==> src/scmc_pkg.sv <==
// Constants for the serial channel mode configuration block.
// Assumes a byte-wide register port with a two-bit relative address.
package scmc_pkg;
    // ==========================================================
    // Register port addresses
    localparam logic [1:0] SCMC_ADDR_DATA   = 2'h0;
    localparam logic [1:0] SCMC_ADDR_STATUS = 2'h1;
    localparam logic [1:0] SCMC_ADDR_MODE   = 2'h2;
    localparam logic [1:0] SCMC_ADDR_CTRL   = 2'h3;
    // ==========================================================
    // Reset values
    localparam logic [7:0] SCMC_LFC_RST  = 8'h00;
    localparam logic [7:0] SCMC_CRC_RST  = 8'h00;
    localparam logic [7:0] SCMC_CTRL_RST = 8'h00;
    // ==========================================================
    // Line format field positions
    localparam int SCMC_LF_MODE_LO  = 0;
    localparam int SCMC_LF_LEN_LO   = 2;
    localparam int SCMC_LF_PAR_EN   = 4;
    localparam int SCMC_LF_PAR_EVEN = 5;
    localparam int SCMC_LF_TOP_LO   = 6;
    localparam int SCMC_LF_SYNC_CNT = 7;
    localparam int SCMC_LF_TRANSP   = 6;
    // ==========================================================
    // Clock rate field positions
    localparam int SCMC_CR_RATE_LO = 0;
    localparam int SCMC_CR_RX_INT  = 4;
    localparam int SCMC_CR_TX_INT  = 5;
    // ==========================================================
    // Channel control bit positions
    localparam int SCMC_CT_TX_EN  = 0;
    localparam int SCMC_CT_DTR    = 1;
    localparam int SCMC_CT_RX_EN  = 2;
    localparam int SCMC_CT_BREAK  = 3;
    localparam int SCMC_CT_ERRCLR = 4;
    localparam int SCMC_CT_RTS    = 5;
    localparam int SCMC_CT_OPM_LO = 6;
    // ==========================================================
    // Decoded enumerations
    typedef enum logic [1:0] {
        SCMC_FAC_SYNC1, SCMC_FAC_ASYNC1, SCMC_FAC_ASYNC16, SCMC_FAC_ASYNC64
    } scmc_factor_t;
    typedef enum logic [1:0] {
        SCMC_STOP_INVALID, SCMC_STOP_ONE, SCMC_STOP_ONE_HALF, SCMC_STOP_TWO
    } scmc_stop_t;
    typedef enum logic [1:0] {
        SCMC_OPM_NORMAL, SCMC_OPM_ECHO_STRIP, SCMC_OPM_LOCAL_LOOP, SCMC_OPM_REMOTE_LOOP
    } scmc_opmode_t;
endpackage

==> src/scmc_baud_rom.sv <==
// Baud rate lookup for the four-bit rate code.
// Assumes the code is held stable by the register that feeds it.
module scmc_baud_rom (
    // Rate code
    input  wire logic [3:0]  i_code,
    // Decoded rate in tenths of baud
    output logic      [17:0] o_baud_x10
);
    // ==========================================================
    // Lookup table, tenths so that 134.5 stays exact
    always_comb begin
        case (i_code)
            4'h0:    o_baud_x10 = 18'd500;
            4'h1:    o_baud_x10 = 18'd750;
            4'h2:    o_baud_x10 = 18'd1100;
            4'h3:    o_baud_x10 = 18'd1345;
            4'h4:    o_baud_x10 = 18'd1500;
            4'h5:    o_baud_x10 = 18'd3000;
            4'h6:    o_baud_x10 = 18'd6000;
            4'h7:    o_baud_x10 = 18'd12000;
            4'h8:    o_baud_x10 = 18'd18000;
            4'h9:    o_baud_x10 = 18'd20000;
            4'ha:    o_baud_x10 = 18'd24000;
            4'hb:    o_baud_x10 = 18'd36000;
            4'hc:    o_baud_x10 = 18'd48000;
            4'hd:    o_baud_x10 = 18'd72000;
            4'he:    o_baud_x10 = 18'd96000;
            default: o_baud_x10 = 18'd192000;
        endcase
    end
endmodule

==> src/scmc_top.sv <==
// Mode and command registers of one serial channel with their decoders.
// Assumes a single-cycle byte access strobe synchronous to i_ref_clk.
//
// Overview of operation
// - Two mode registers share one port, sequenced
// - Low mode bits pick sync/async and factor
// - Length field gives five to eight bits
// - Parity only when enabled; type odd/even
// - Async top bits give stop length
// - Sync top bits give transparency, sync count
// - Rate field decodes to baud rate
// - Separate internal/external transmit and receive clocks
// - Control bits zero and two enable paths
// - RTS and DTR outputs driven inverted
// - Bit three forces break or sends escape
// - Writing bit four clears error flags
// - Top control bits select operating mode
// - Mode registers at port two, readable
// - Control register at port three, readable
module scmc_top
    import scmc_pkg::*;
(
    // Clock and reset
    input  wire logic                  i_ref_clk,
    input  wire logic                  i_rst_n,
    // Register port
    input  wire logic                  i_cs,
    input  wire logic                  i_wr,
    input  wire logic [1:0]            i_addr,
    input  wire logic [7:0]            i_wdata,
    output logic      [7:0]            o_rdata,
    // Line format decode
    output logic                       o_sync_mode,
    output scmc_pkg::scmc_factor_t     o_clk_factor,
    output logic      [3:0]            o_char_bits,
    output logic                       o_parity_en,
    output logic                       o_parity_even,
    output scmc_pkg::scmc_stop_t       o_stop_len,
    output logic                       o_transparent,
    output logic                       o_single_sync,
    // Clock rate decode
    output logic      [3:0]            o_rate_code,
    output logic      [17:0]           o_baud_x10,
    output logic                       o_tx_clk_int,
    output logic                       o_rx_clk_int,
    // Channel control decode
    output logic                       o_tx_enable,
    output logic                       o_rx_enable,
    output logic                       o_rts_n,
    output logic                       o_dtr_n,
    output logic                       o_force_break,
    output logic                       o_send_escape,
    output logic                       o_err_clear,
    output scmc_pkg::scmc_opmode_t     o_op_mode,
    // Sequencer state
    output logic                       o_seq_second
);
    import scmc_pkg::*;

    // ==========================================================
    // Storage
    logic [7:0] line_format_config_ff;   // First mode register
    logic [7:0] clock_rate_config_ff;    // Second mode register
    logic [7:0] channel_control_ff;      // Command byte
    logic       seq_ptr_ff;              // High once line format taken
    logic       err_clear_ff;            // One-cycle clear pulse
    logic       mode_acc;                // Any access to the mode port
    logic       ctrl_wr;                 // Write to the control port
    logic       lf_wr;                   // Write landing in line format
    logic       crc_wr;                  // Write landing in clock rate

    // Sequencer-qualified writes, shared by the checks below
    assign lf_wr  = mode_acc && i_wr && !seq_ptr_ff;
    assign crc_wr = mode_acc && i_wr && seq_ptr_ff;

    assign mode_acc = i_cs && (i_addr == SCMC_ADDR_MODE);
    assign ctrl_wr  = i_cs && i_wr && (i_addr == SCMC_ADDR_CTRL);

    // ==========================================================
    // Mode sequencer: reads advance it too, so read-back walks both bytes
    always_ff @(posedge i_ref_clk) begin
        if (!i_rst_n) begin
            seq_ptr_ff <= 1'b0;
        end else if (mode_acc) begin
            seq_ptr_ff <= ~seq_ptr_ff;
        end
    end

    // Line format register; software must load this one first
    always_ff @(posedge i_ref_clk) begin
        if (!i_rst_n) begin
            line_format_config_ff <= SCMC_LFC_RST;
        end else if (mode_acc && i_wr && !seq_ptr_ff) begin
            line_format_config_ff <= i_wdata;
        end
    end

    // Clock rate register, second access on the shared port
    always_ff @(posedge i_ref_clk) begin
        if (!i_rst_n) begin
            clock_rate_config_ff <= SCMC_CRC_RST;
        end else if (mode_acc && i_wr && seq_ptr_ff) begin
            clock_rate_config_ff <= i_wdata;
        end
    end

    // Channel control; the clear bit is stored and read back like the others, and also fires a pulse
    always_ff @(posedge i_ref_clk) begin
        if (!i_rst_n) begin
            channel_control_ff <= SCMC_CTRL_RST;
        end else if (ctrl_wr) begin
            channel_control_ff <= i_wdata;
        end
    end

    // Error clear pulse, only on a write of one
    always_ff @(posedge i_ref_clk) begin
        if (!i_rst_n) begin
            err_clear_ff <= 1'b0;
        end else begin
            err_clear_ff <= ctrl_wr && i_wdata[SCMC_CT_ERRCLR];
        end
    end

    // ==========================================================
    // Read data, registered; unmapped ports read zero here
    always_ff @(posedge i_ref_clk) begin
        if (!i_rst_n) begin
            o_rdata <= 8'h00;
        end else if (i_cs && !i_wr) begin
            case (i_addr)
                SCMC_ADDR_MODE: begin
                    o_rdata <= seq_ptr_ff ? clock_rate_config_ff
                                          : line_format_config_ff;
                end
                SCMC_ADDR_CTRL: begin
                    o_rdata <= channel_control_ff;
                end
                default: begin
                    o_rdata <= 8'h00;
                end
            endcase
        end
    end

    // ==========================================================
    // Line format decode
    assign o_clk_factor  = scmc_factor_t'(line_format_config_ff[SCMC_LF_MODE_LO +: 2]);
    assign o_sync_mode   = (o_clk_factor == SCMC_FAC_SYNC1);
    assign o_char_bits   = 4'h5 + {2'b00, line_format_config_ff[SCMC_LF_LEN_LO +: 2]};
    assign o_parity_en   = line_format_config_ff[SCMC_LF_PAR_EN];
    // Type is meaningless without enable, so it is gated off
    assign o_parity_even = o_parity_en && line_format_config_ff[SCMC_LF_PAR_EVEN];
    // Stop length only holds in async; sync reports the invalid code
    assign o_stop_len    = o_sync_mode ? SCMC_STOP_INVALID
                         : scmc_stop_t'(line_format_config_ff[SCMC_LF_TOP_LO +: 2]);
    assign o_transparent = o_sync_mode && line_format_config_ff[SCMC_LF_TRANSP];
    assign o_single_sync = o_sync_mode && line_format_config_ff[SCMC_LF_SYNC_CNT];

    // ==========================================================
    // Clock rate decode
    assign o_rate_code  = clock_rate_config_ff[SCMC_CR_RATE_LO +: 4];
    assign o_rx_clk_int = clock_rate_config_ff[SCMC_CR_RX_INT];
    assign o_tx_clk_int = clock_rate_config_ff[SCMC_CR_TX_INT];

    scmc_baud_rom u_baud_rom (
        .i_code     (o_rate_code),
        .o_baud_x10 (o_baud_x10)
    );

    // ==========================================================
    // Channel control decode
    assign o_tx_enable   = channel_control_ff[SCMC_CT_TX_EN];
    assign o_rx_enable   = channel_control_ff[SCMC_CT_RX_EN];
    assign o_rts_n       = ~channel_control_ff[SCMC_CT_RTS];
    assign o_dtr_n       = ~channel_control_ff[SCMC_CT_DTR];
    assign o_force_break = !o_sync_mode && channel_control_ff[SCMC_CT_BREAK];
    assign o_send_escape = o_sync_mode && channel_control_ff[SCMC_CT_BREAK];
    assign o_err_clear   = err_clear_ff;
    assign o_op_mode     = scmc_opmode_t'(channel_control_ff[SCMC_CT_OPM_LO +: 2]);
    assign o_seq_second  = seq_ptr_ff;

    // ==========================================================
    // Checks
    seq_toggle_a: assert property (@(posedge i_ref_clk) disable iff (!i_rst_n)
        mode_acc |=> (seq_ptr_ff != $past(seq_ptr_ff)))
        else $error("mode sequencer did not advance");
    seq_after_rate_a: assert property (@(posedge i_ref_clk) disable iff (!i_rst_n)
        (mode_acc && seq_ptr_ff) |=> !seq_ptr_ff)
        else $error("sequencer not back at line format");
    lf_write_a: assert property (@(posedge i_ref_clk) disable iff (!i_rst_n)
        (mode_acc && i_wr && !seq_ptr_ff) |=> line_format_config_ff == $past(i_wdata))
        else $error("line format write lost");
    cr_write_a: assert property (@(posedge i_ref_clk) disable iff (!i_rst_n)
        (mode_acc && i_wr && seq_ptr_ff) |=> clock_rate_config_ff == $past(i_wdata))
        else $error("clock rate write lost");
    char_len_a: assert property (@(posedge i_ref_clk) disable iff (!i_rst_n)
        o_char_bits == 4'h5 + {2'b00, line_format_config_ff[3:2]})
        else $error("character length wrong");
    rts_dtr_a: assert property (@(posedge i_ref_clk) disable iff (!i_rst_n)
        ctrl_wr |=> (o_rts_n == !$past(i_wdata[5])) && (o_dtr_n == !$past(i_wdata[1])))
        else $error("handshake output wrong");
    enables_a: assert property (@(posedge i_ref_clk) disable iff (!i_rst_n)
        ctrl_wr |=> (o_tx_enable == $past(i_wdata[0])) && (o_rx_enable == $past(i_wdata[2])))
        else $error("enable bit wrong");
    err_pulse_a: assert property (@(posedge i_ref_clk) disable iff (!i_rst_n)
        (ctrl_wr && i_wdata[4]) |=> o_err_clear ##1
            (!o_err_clear || $past(ctrl_wr && i_wdata[4])))
        else $error("error clear pulse wrong");
    break_escape_a: assert property (@(posedge i_ref_clk) disable iff (!i_rst_n)
        !(o_force_break && o_send_escape))
        else $error("break and escape together");
    ctrl_read_a: assert property (@(posedge i_ref_clk) disable iff (!i_rst_n)
        (i_cs && !i_wr && i_addr == SCMC_ADDR_CTRL) |=> o_rdata == $past(channel_control_ff))
        else $error("control read-back wrong");
    reset_out_a: assert property (@(posedge i_ref_clk)
        !i_rst_n |=> o_rts_n && o_dtr_n && !o_tx_enable && !o_rx_enable)
        else $error("reset state wrong");

    // Mode and factor follow the low bits of the byte just written
    lf_factor_a: assert property (@(posedge i_ref_clk) disable iff (!i_rst_n)
        lf_wr |=> (o_clk_factor == scmc_factor_t'($past(i_wdata[SCMC_LF_MODE_LO +: 2])))
            && (o_sync_mode == ($past(i_wdata[SCMC_LF_MODE_LO +: 2]) == 2'b00)))
        else $error("mode factor decode wrong");
    // Parity type is reported only while parity is on
    lf_parity_a: assert property (@(posedge i_ref_clk) disable iff (!i_rst_n)
        lf_wr |=> (o_parity_en == $past(i_wdata[SCMC_LF_PAR_EN]))
            && (o_parity_even == ($past(i_wdata[SCMC_LF_PAR_EN]) && $past(i_wdata[SCMC_LF_PAR_EVEN]))))
        else $error("parity decode wrong");
    // Async byte: top bits become the stop length
    lf_stop_a: assert property (@(posedge i_ref_clk) disable iff (!i_rst_n)
        (lf_wr && i_wdata[SCMC_LF_MODE_LO +: 2] != 2'b00)
            |=> o_stop_len == scmc_stop_t'($past(i_wdata[SCMC_LF_TOP_LO +: 2])))
        else $error("stop length decode wrong");
    // Sync byte: top bits become the two sync controls
    lf_sync_a: assert property (@(posedge i_ref_clk) disable iff (!i_rst_n)
        (lf_wr && i_wdata[SCMC_LF_MODE_LO +: 2] == 2'b00)
            |=> (o_transparent == $past(i_wdata[SCMC_LF_TRANSP]))
            && (o_single_sync == $past(i_wdata[SCMC_LF_SYNC_CNT])))
        else $error("sync control decode wrong");
    // Rate code lands on the second access only
    cr_rate_a: assert property (@(posedge i_ref_clk) disable iff (!i_rst_n)
        crc_wr |=> o_rate_code == $past(i_wdata[SCMC_CR_RATE_LO +: 4]))
        else $error("rate code wrong");
    // Both ends of the rate table
    baud_ends_a: assert property (@(posedge i_ref_clk) disable iff (!i_rst_n)
        ((o_rate_code == 4'h0) -> (o_baud_x10 == 18'd500))
            && ((o_rate_code == 4'hf) -> (o_baud_x10 == 18'd192000)))
        else $error("baud table end wrong");
    // Clock sources are picked independently
    cr_clksel_a: assert property (@(posedge i_ref_clk) disable iff (!i_rst_n)
        crc_wr |=> (o_tx_clk_int == $past(i_wdata[SCMC_CR_TX_INT]))
            && (o_rx_clk_int == $past(i_wdata[SCMC_CR_RX_INT])))
        else $error("clock select wrong");
    // Bit three means break in async and escape in sync
    break_write_a: assert property (@(posedge i_ref_clk) disable iff (!i_rst_n)
        ctrl_wr |=> (o_force_break == (!o_sync_mode && $past(i_wdata[SCMC_CT_BREAK])))
            && (o_send_escape == (o_sync_mode && $past(i_wdata[SCMC_CT_BREAK]))))
        else $error("break or escape wrong");
    // Operating mode follows the top command bits
    op_mode_a: assert property (@(posedge i_ref_clk) disable iff (!i_rst_n)
        ctrl_wr |=> o_op_mode == scmc_opmode_t'($past(i_wdata[SCMC_CT_OPM_LO +: 2])))
        else $error("operating mode wrong");
    // No clear pulse without a write of one
    err_quiet_a: assert property (@(posedge i_ref_clk) disable iff (!i_rst_n)
        !(ctrl_wr && i_wdata[SCMC_CT_ERRCLR]) |=> !o_err_clear)
        else $error("spurious error clear");
    // Mode read returns the byte the sequencer points at
    mode_read_a: assert property (@(posedge i_ref_clk) disable iff (!i_rst_n)
        (mode_acc && !i_wr) |=> o_rdata == ($past(seq_ptr_ff) ? $past(clock_rate_config_ff)
                                                               : $past(line_format_config_ff)))
        else $error("mode read-back wrong");
    // Command byte only moves on a control write
    ctrl_hold_a: assert property (@(posedge i_ref_clk) disable iff (!i_rst_n)
        !ctrl_wr |=> $stable(channel_control_ff))
        else $error("command byte changed");
    // Ports outside this block read as zero
    unmapped_rd_a: assert property (@(posedge i_ref_clk) disable iff (!i_rst_n)
        (i_cs && !i_wr && !i_addr[1]) |=> o_rdata == 8'h00)
        else $error("unmapped read not zero");

    mode_pair_c: cover property (@(posedge i_ref_clk) disable iff (!i_rst_n)
        (mode_acc && i_wr) ##[1:4] (mode_acc && i_wr));
    loop_mode_c: cover property (@(posedge i_ref_clk) disable iff (!i_rst_n)
        o_op_mode == SCMC_OPM_REMOTE_LOOP);
    err_clear_c: cover property (@(posedge i_ref_clk) disable iff (!i_rst_n) o_err_clear);
    sync_escape_c: cover property (@(posedge i_ref_clk) disable iff (!i_rst_n) o_send_escape);
endmodule

==> config.mk <==
export PLATFORM = sky130hd
export DESIGN_NAME = scmc_top
export DESIGN_NICKNAME = d
export VERILOG_FILES = /design/src/scmc_pkg.sv /design/src/scmc_baud_rom.sv /design/src/scmc_top.sv
export SDC_FILE = /design/constraint.sdc
export NUM_CORES = 1
export LEC_CHECK = 0
export BUFFER_PORTS_ARGS = -buffer_cell sky130_fd_sc_hd__buf_2
export CAP_MARGIN = 30
export CORE_MARGIN = 4
export CORE_UTILIZATION = 45
export CTS_BUF_LIST = sky130_fd_sc_hd__clkbuf_8
export CTS_CLUSTER_DIAMETER = 150
export DETAILED_ROUTE_END_ITERATION = 10
export PLACE_DENSITY_LB_ADDON = 0.2
export SETUP_SLACK_MARGIN = 0.4
export SLEW_MARGIN = 10
export SYNTH_ARGS = -nofsm -noshare
export SYNTH_HDL_FRONTEND = slang
export SYNTH_HIERARCHICAL = 1
export SYNTH_SLANG_ARGS = --single-unit
==> constraint.sdc <==
create_clock -name i_ref_clk -period 1.2 [get_ports i_ref_clk]
set_input_delay 0 -clock i_ref_clk [delete_from_list [all_inputs] [get_ports i_ref_clk]]
set_output_delay 0 -clock i_ref_clk [all_outputs]
set_load 0.01 [all_outputs]
==> impl_metrics.yaml <==
synth:
  synth_flop_cell: "sky130_fd_sc_hd__dfxtp_1"
  synth_largest_area_cell: "sky130_fd_sc_hd__dfxtp_1"
  mappedNetlistNets: 260
  yosys-top-cells-count: "45 x sky130_fd_sc_hd__nand2_1, 34 x sky130_fd_sc_hd__dfxtp_1, 19 x sky130_fd_sc_hd__mux2i_1"
  post_synth_num_cell_types: 39
  postSynth.asyncResetShare_pct: 0
  yosys_register_bits: 34
  synthesis.area_sq_um: 2030
  synth_top_area_share_pct: 33.5
  cell_types_occupying_the_most_area_after_synthesis: "sky130_fd_sc_hd__dfxtp_1 33%, sky130_fd_sc_hd__mux2i_1 9.4%, sky130_fd_sc_hd__nand2_1 8.3%"
  synth_area_per_cell_sq_um: 8.57
  yosys_warnings: 6
  synth_edf_count: 0
  synthesis.instances: 237
  synth_most_common_cell: "sky130_fd_sc_hd__nand2_1"
  synth_seq_area_share_pct: 33.5
timing:
  whs_ps: 16.4
  rsz0062_at_grt: "true"
  final-hold-violation-count: 0
  fmax_ghz: 0.683
  report.final.setup_viol: 21
  timing_worst_slew_pin_value_ps: 600
  layout_min_cycle_time_ps: 1460
  max-slew-margin-rel_pct: 59.9
  number_of_slew_limit_violations_in_the_final_report: 0
  final_worst_path_period_share_pct: 122
  skew_ps: 7.43
  layout_setup_ws_ps: -263
worst_setup_path:
  worst-endpoint-required_ps: 1200
  worst-path-max-fanout: 5
  crit_path_end: "o_baud_x10[4]"
  worstSetupPathType: "flop to output port"
  critPathMaxStageDelay_ps: 400
  setup.reg_to_reg.worst_slack_ps: -110
  crit_path_max_delay_cell_type: "sky130_fd_sc_hd__dfxtp_4"
  rr_startpoint: "clock_rate_config_ff[0]"
  critPathCaptureType: "output port"
  setup.worst_path.start_class: "flop"
  crit_arrival_ps: 1460
  path_buf_inv: 2
  crit-reg2reg-capture: "o_rdata[0]"
  length_in_cells_of_the_worst_reg_to_reg_path: 5
  critical_path.startpoint: "clock_rate_config_ff[1]"
  worst_path_dominant_cell_family: "flip-flops"
  critical_path_cell_list: "inv_8 > ha_4 > mux2_4 > o21a_1 > buf_2"
  path_depth: 5
clock_tree:
  cts_tree: "built"
  cts-root-to-sink-buffers: 2
  clk_transition_reported_paths_ps: 70
  insertion_delay_ps: 280
  htree_levels: 2
  clock-sinks: 34
  root_buffer: "sky130_fd_sc_hd__clkbuf_8"
  cts_buffers: 5
detailed_routing:
  post-route-drc-count: 0
  drt_iter0_drc: 86
  wire_per_inst_um: 16.4
  finalWirelength_um: 6430
  drt_first_pass_iters: 4
  drt.antenna.violating_nets: 0
  detailroute.via_count: 2079
  routed_via_density: 5.29
place:
  place.gp.congestion: 0.834
  placement.io_buffers: 68
  area_post_placement_sq_um: 2720
  detailedPlacementHpwl_um: 4060
floorplan:
  die_h_um: 75.2
  fp.dieW_um: 75.2
  num_rows: 24
  floorplan.die_area_sq_um: 5650
  design.core.area_sq_um: 4350
  num_io_pins: 69
  initial_utilization_pct: 46.7
global_route:
  vias_in_the_first_global_route: 1969
  overflow: 0
  pin_count_of_the_biggest_net_entering_global_routing: 27
  first_pass_grt_wire_length_um: 9280
  antenna_found_initial: 0
  gr-usage-all-layers_pct: 21.5
power_and_ir_drop:
  power.density_nw_per_um2: 653
  power.internal_mw: 1.71
  combinational_fraction_of_design_power_pct: 15.7
  power.switching_uw: 575
  power.leakage_nw: 1.52
  clock_power_share_pct: 33.5
  irDropWorstVdd_mv: 0.705
  p_sw_share_pct: 25.2
  power.sequential.fraction_pct: 50.8
final_layout:
  antennaDiodeCount: 0
  post_route_cells_drive_above_1_share_pct: 59.5
  nFillCells: 261
  final_nets: 363
  layout-area-overhead-vs-synth_pct: 72.2
  final_design_area_no_fill_sq_um: 3500
outcome:
  violations: "setup timing"
  outcome: "complete, but fails checks"
run:
  max-cap-violations: 0
worst_hold_path:
  worstHoldPathType: "input port to flop"
[layer usage]
| metal | track usage (%) | wire length, um | vias to the layer above |
|---|---|---|---|
| met5 | 0 | 0 | - |
| met4 | 5.83 | 84 | 0 |
| met1 | 24.3 | 2430 | 990 |
| li1 | - | - | 1010 |
| met3 | 4.41 | 333 | 8 |
| met2 | 40.7 | 3580 | 71 |
[layout by cell type (no fill, tap or decap), drive strengths merged, types with 2 or more instances in the layout]
cell type      n
a21boi         8
nand4b         2
nand2         45
nor2          13
nand3          2
nand2b         6
o21ai         11
and2           6
nor3           2
dlygate4sd3    7
buf          111
a21oi          7
nor2b          6
mux2i         19
dfxtp         34
nor3b          2
mux2           8
xnor2          2
and3           5
ha             9
o21a           2
o211ai         2
inv           11
clkbuf         5
a221oi         5
[worst register-to-register path, stage by stage (launching register included)]
cell and delay [ps]:
sky130_fd_sc_hd__dfxtp_4 370, sky130_fd_sc_hd__buf_12 150, sky130_fd_sc_hd__buf_8 130, sky130_fd_sc_hd__mux2_4 260, sky130_fd_sc_hd__a221oi_2 250, sky130_fd_sc_hd__nor2_1 60
[stage by stage]
stage / power, mW / utilization (%) / instances / setup TNS, ps / worst slack, ps
2_1_floorplan: 1.36 / - / 237 / 0 / 33.8
3_3_place_gp: 1.44 / 62.4 / 351 / -29.4 / -6.33
3_5_place_dp: 1.45 / 62.4 / 351 / -188 / -36.5
4_1_cts: 2.26 / 74.0 / 380 / -2890 / -239
5_1_grt: 2.36 / 80.3 / 393 / -4460 / -303
6_report: 2.29 / 80.3 / 393 / -3310 / -263
[power groups by stage]
stage	Sequential, mW	Combinational [mW]	Clock, mW
final	1.16	0.359	0.765
after global routing	1.16	0.384	0.817
after CTS	1.16	0.325	0.775
after detailed placement	1.20	0.246	0
after global placement	1.20	0.244	0
after floorplan	1.20	0.163	0
[logic make-up (layout without fill, tap and decap cells)]
family,Yosys count,count (layout),synth area share [%]
buf+inv,31,135,9.05
mux,27,27,13.8
compound gates,41,41,14.3
xor+xnor,2,2,0.862
flops,34,34,33.5
simple gates,93,93,22.9
fa+ha+maj,9,9,5.54
[flip-flops by register name, summed over array words and instances, names as in the netlist]
register	flops
line_format_config_ff	8
channel_control_ff	8
o_rdata	8
o_seq_second	1
o_err_clear	1
clock_rate_config_ff	8
[worst min path at each step]
| stage | slack [ps] | end | start | cells past startpoint |
|---|---|---|---|---|
| after floorplan | 140 | channel_control_ff[0] | i_wdata[0] | 2 |
| after detailed placement | 270 | channel_control_ff[7] | i_wdata[7] | 3 |
| after CTS | 3 | channel_control_ff[3] | i_wdata[3] | 3 |
| after global routing | 30 | channel_control_ff[3] | i_wdata[3] | 3 |
| after global placement | 270 | channel_control_ff[6] | i_wdata[6] | 3 |
| final | 20 | channel_control_ff[3] | i_wdata[3] | 3 |
[what timing repair did]
action / 4_1_cts / 5_1_grt
endpoints found under the setup margin: 71 / 71
buffers inserted: 14 / 13
endpoints found under the hold margin: 10 / 0
hold buffers: 7 / 0
pin swaps: 16 / 9
cloned: 0 / 0
resized for setup: 69 / 42
[layout make-up]
class | count | area (sq um) | share of cell area (%)
well taps | 52 | 65.1 | 1.86
clock buffers | 5 | 68.8 | 1.97
flip-flops and latches | 34 | 727 | 20.8
inverters | 9 | 50.0 | 1.43
clock inverters | 3 | 11.3 | 0.322
repair buffers | 118 | 1020 | 29.1
multi-input cells | 172 | 1560 | 44.5
(Power assumes the default switching activity.)
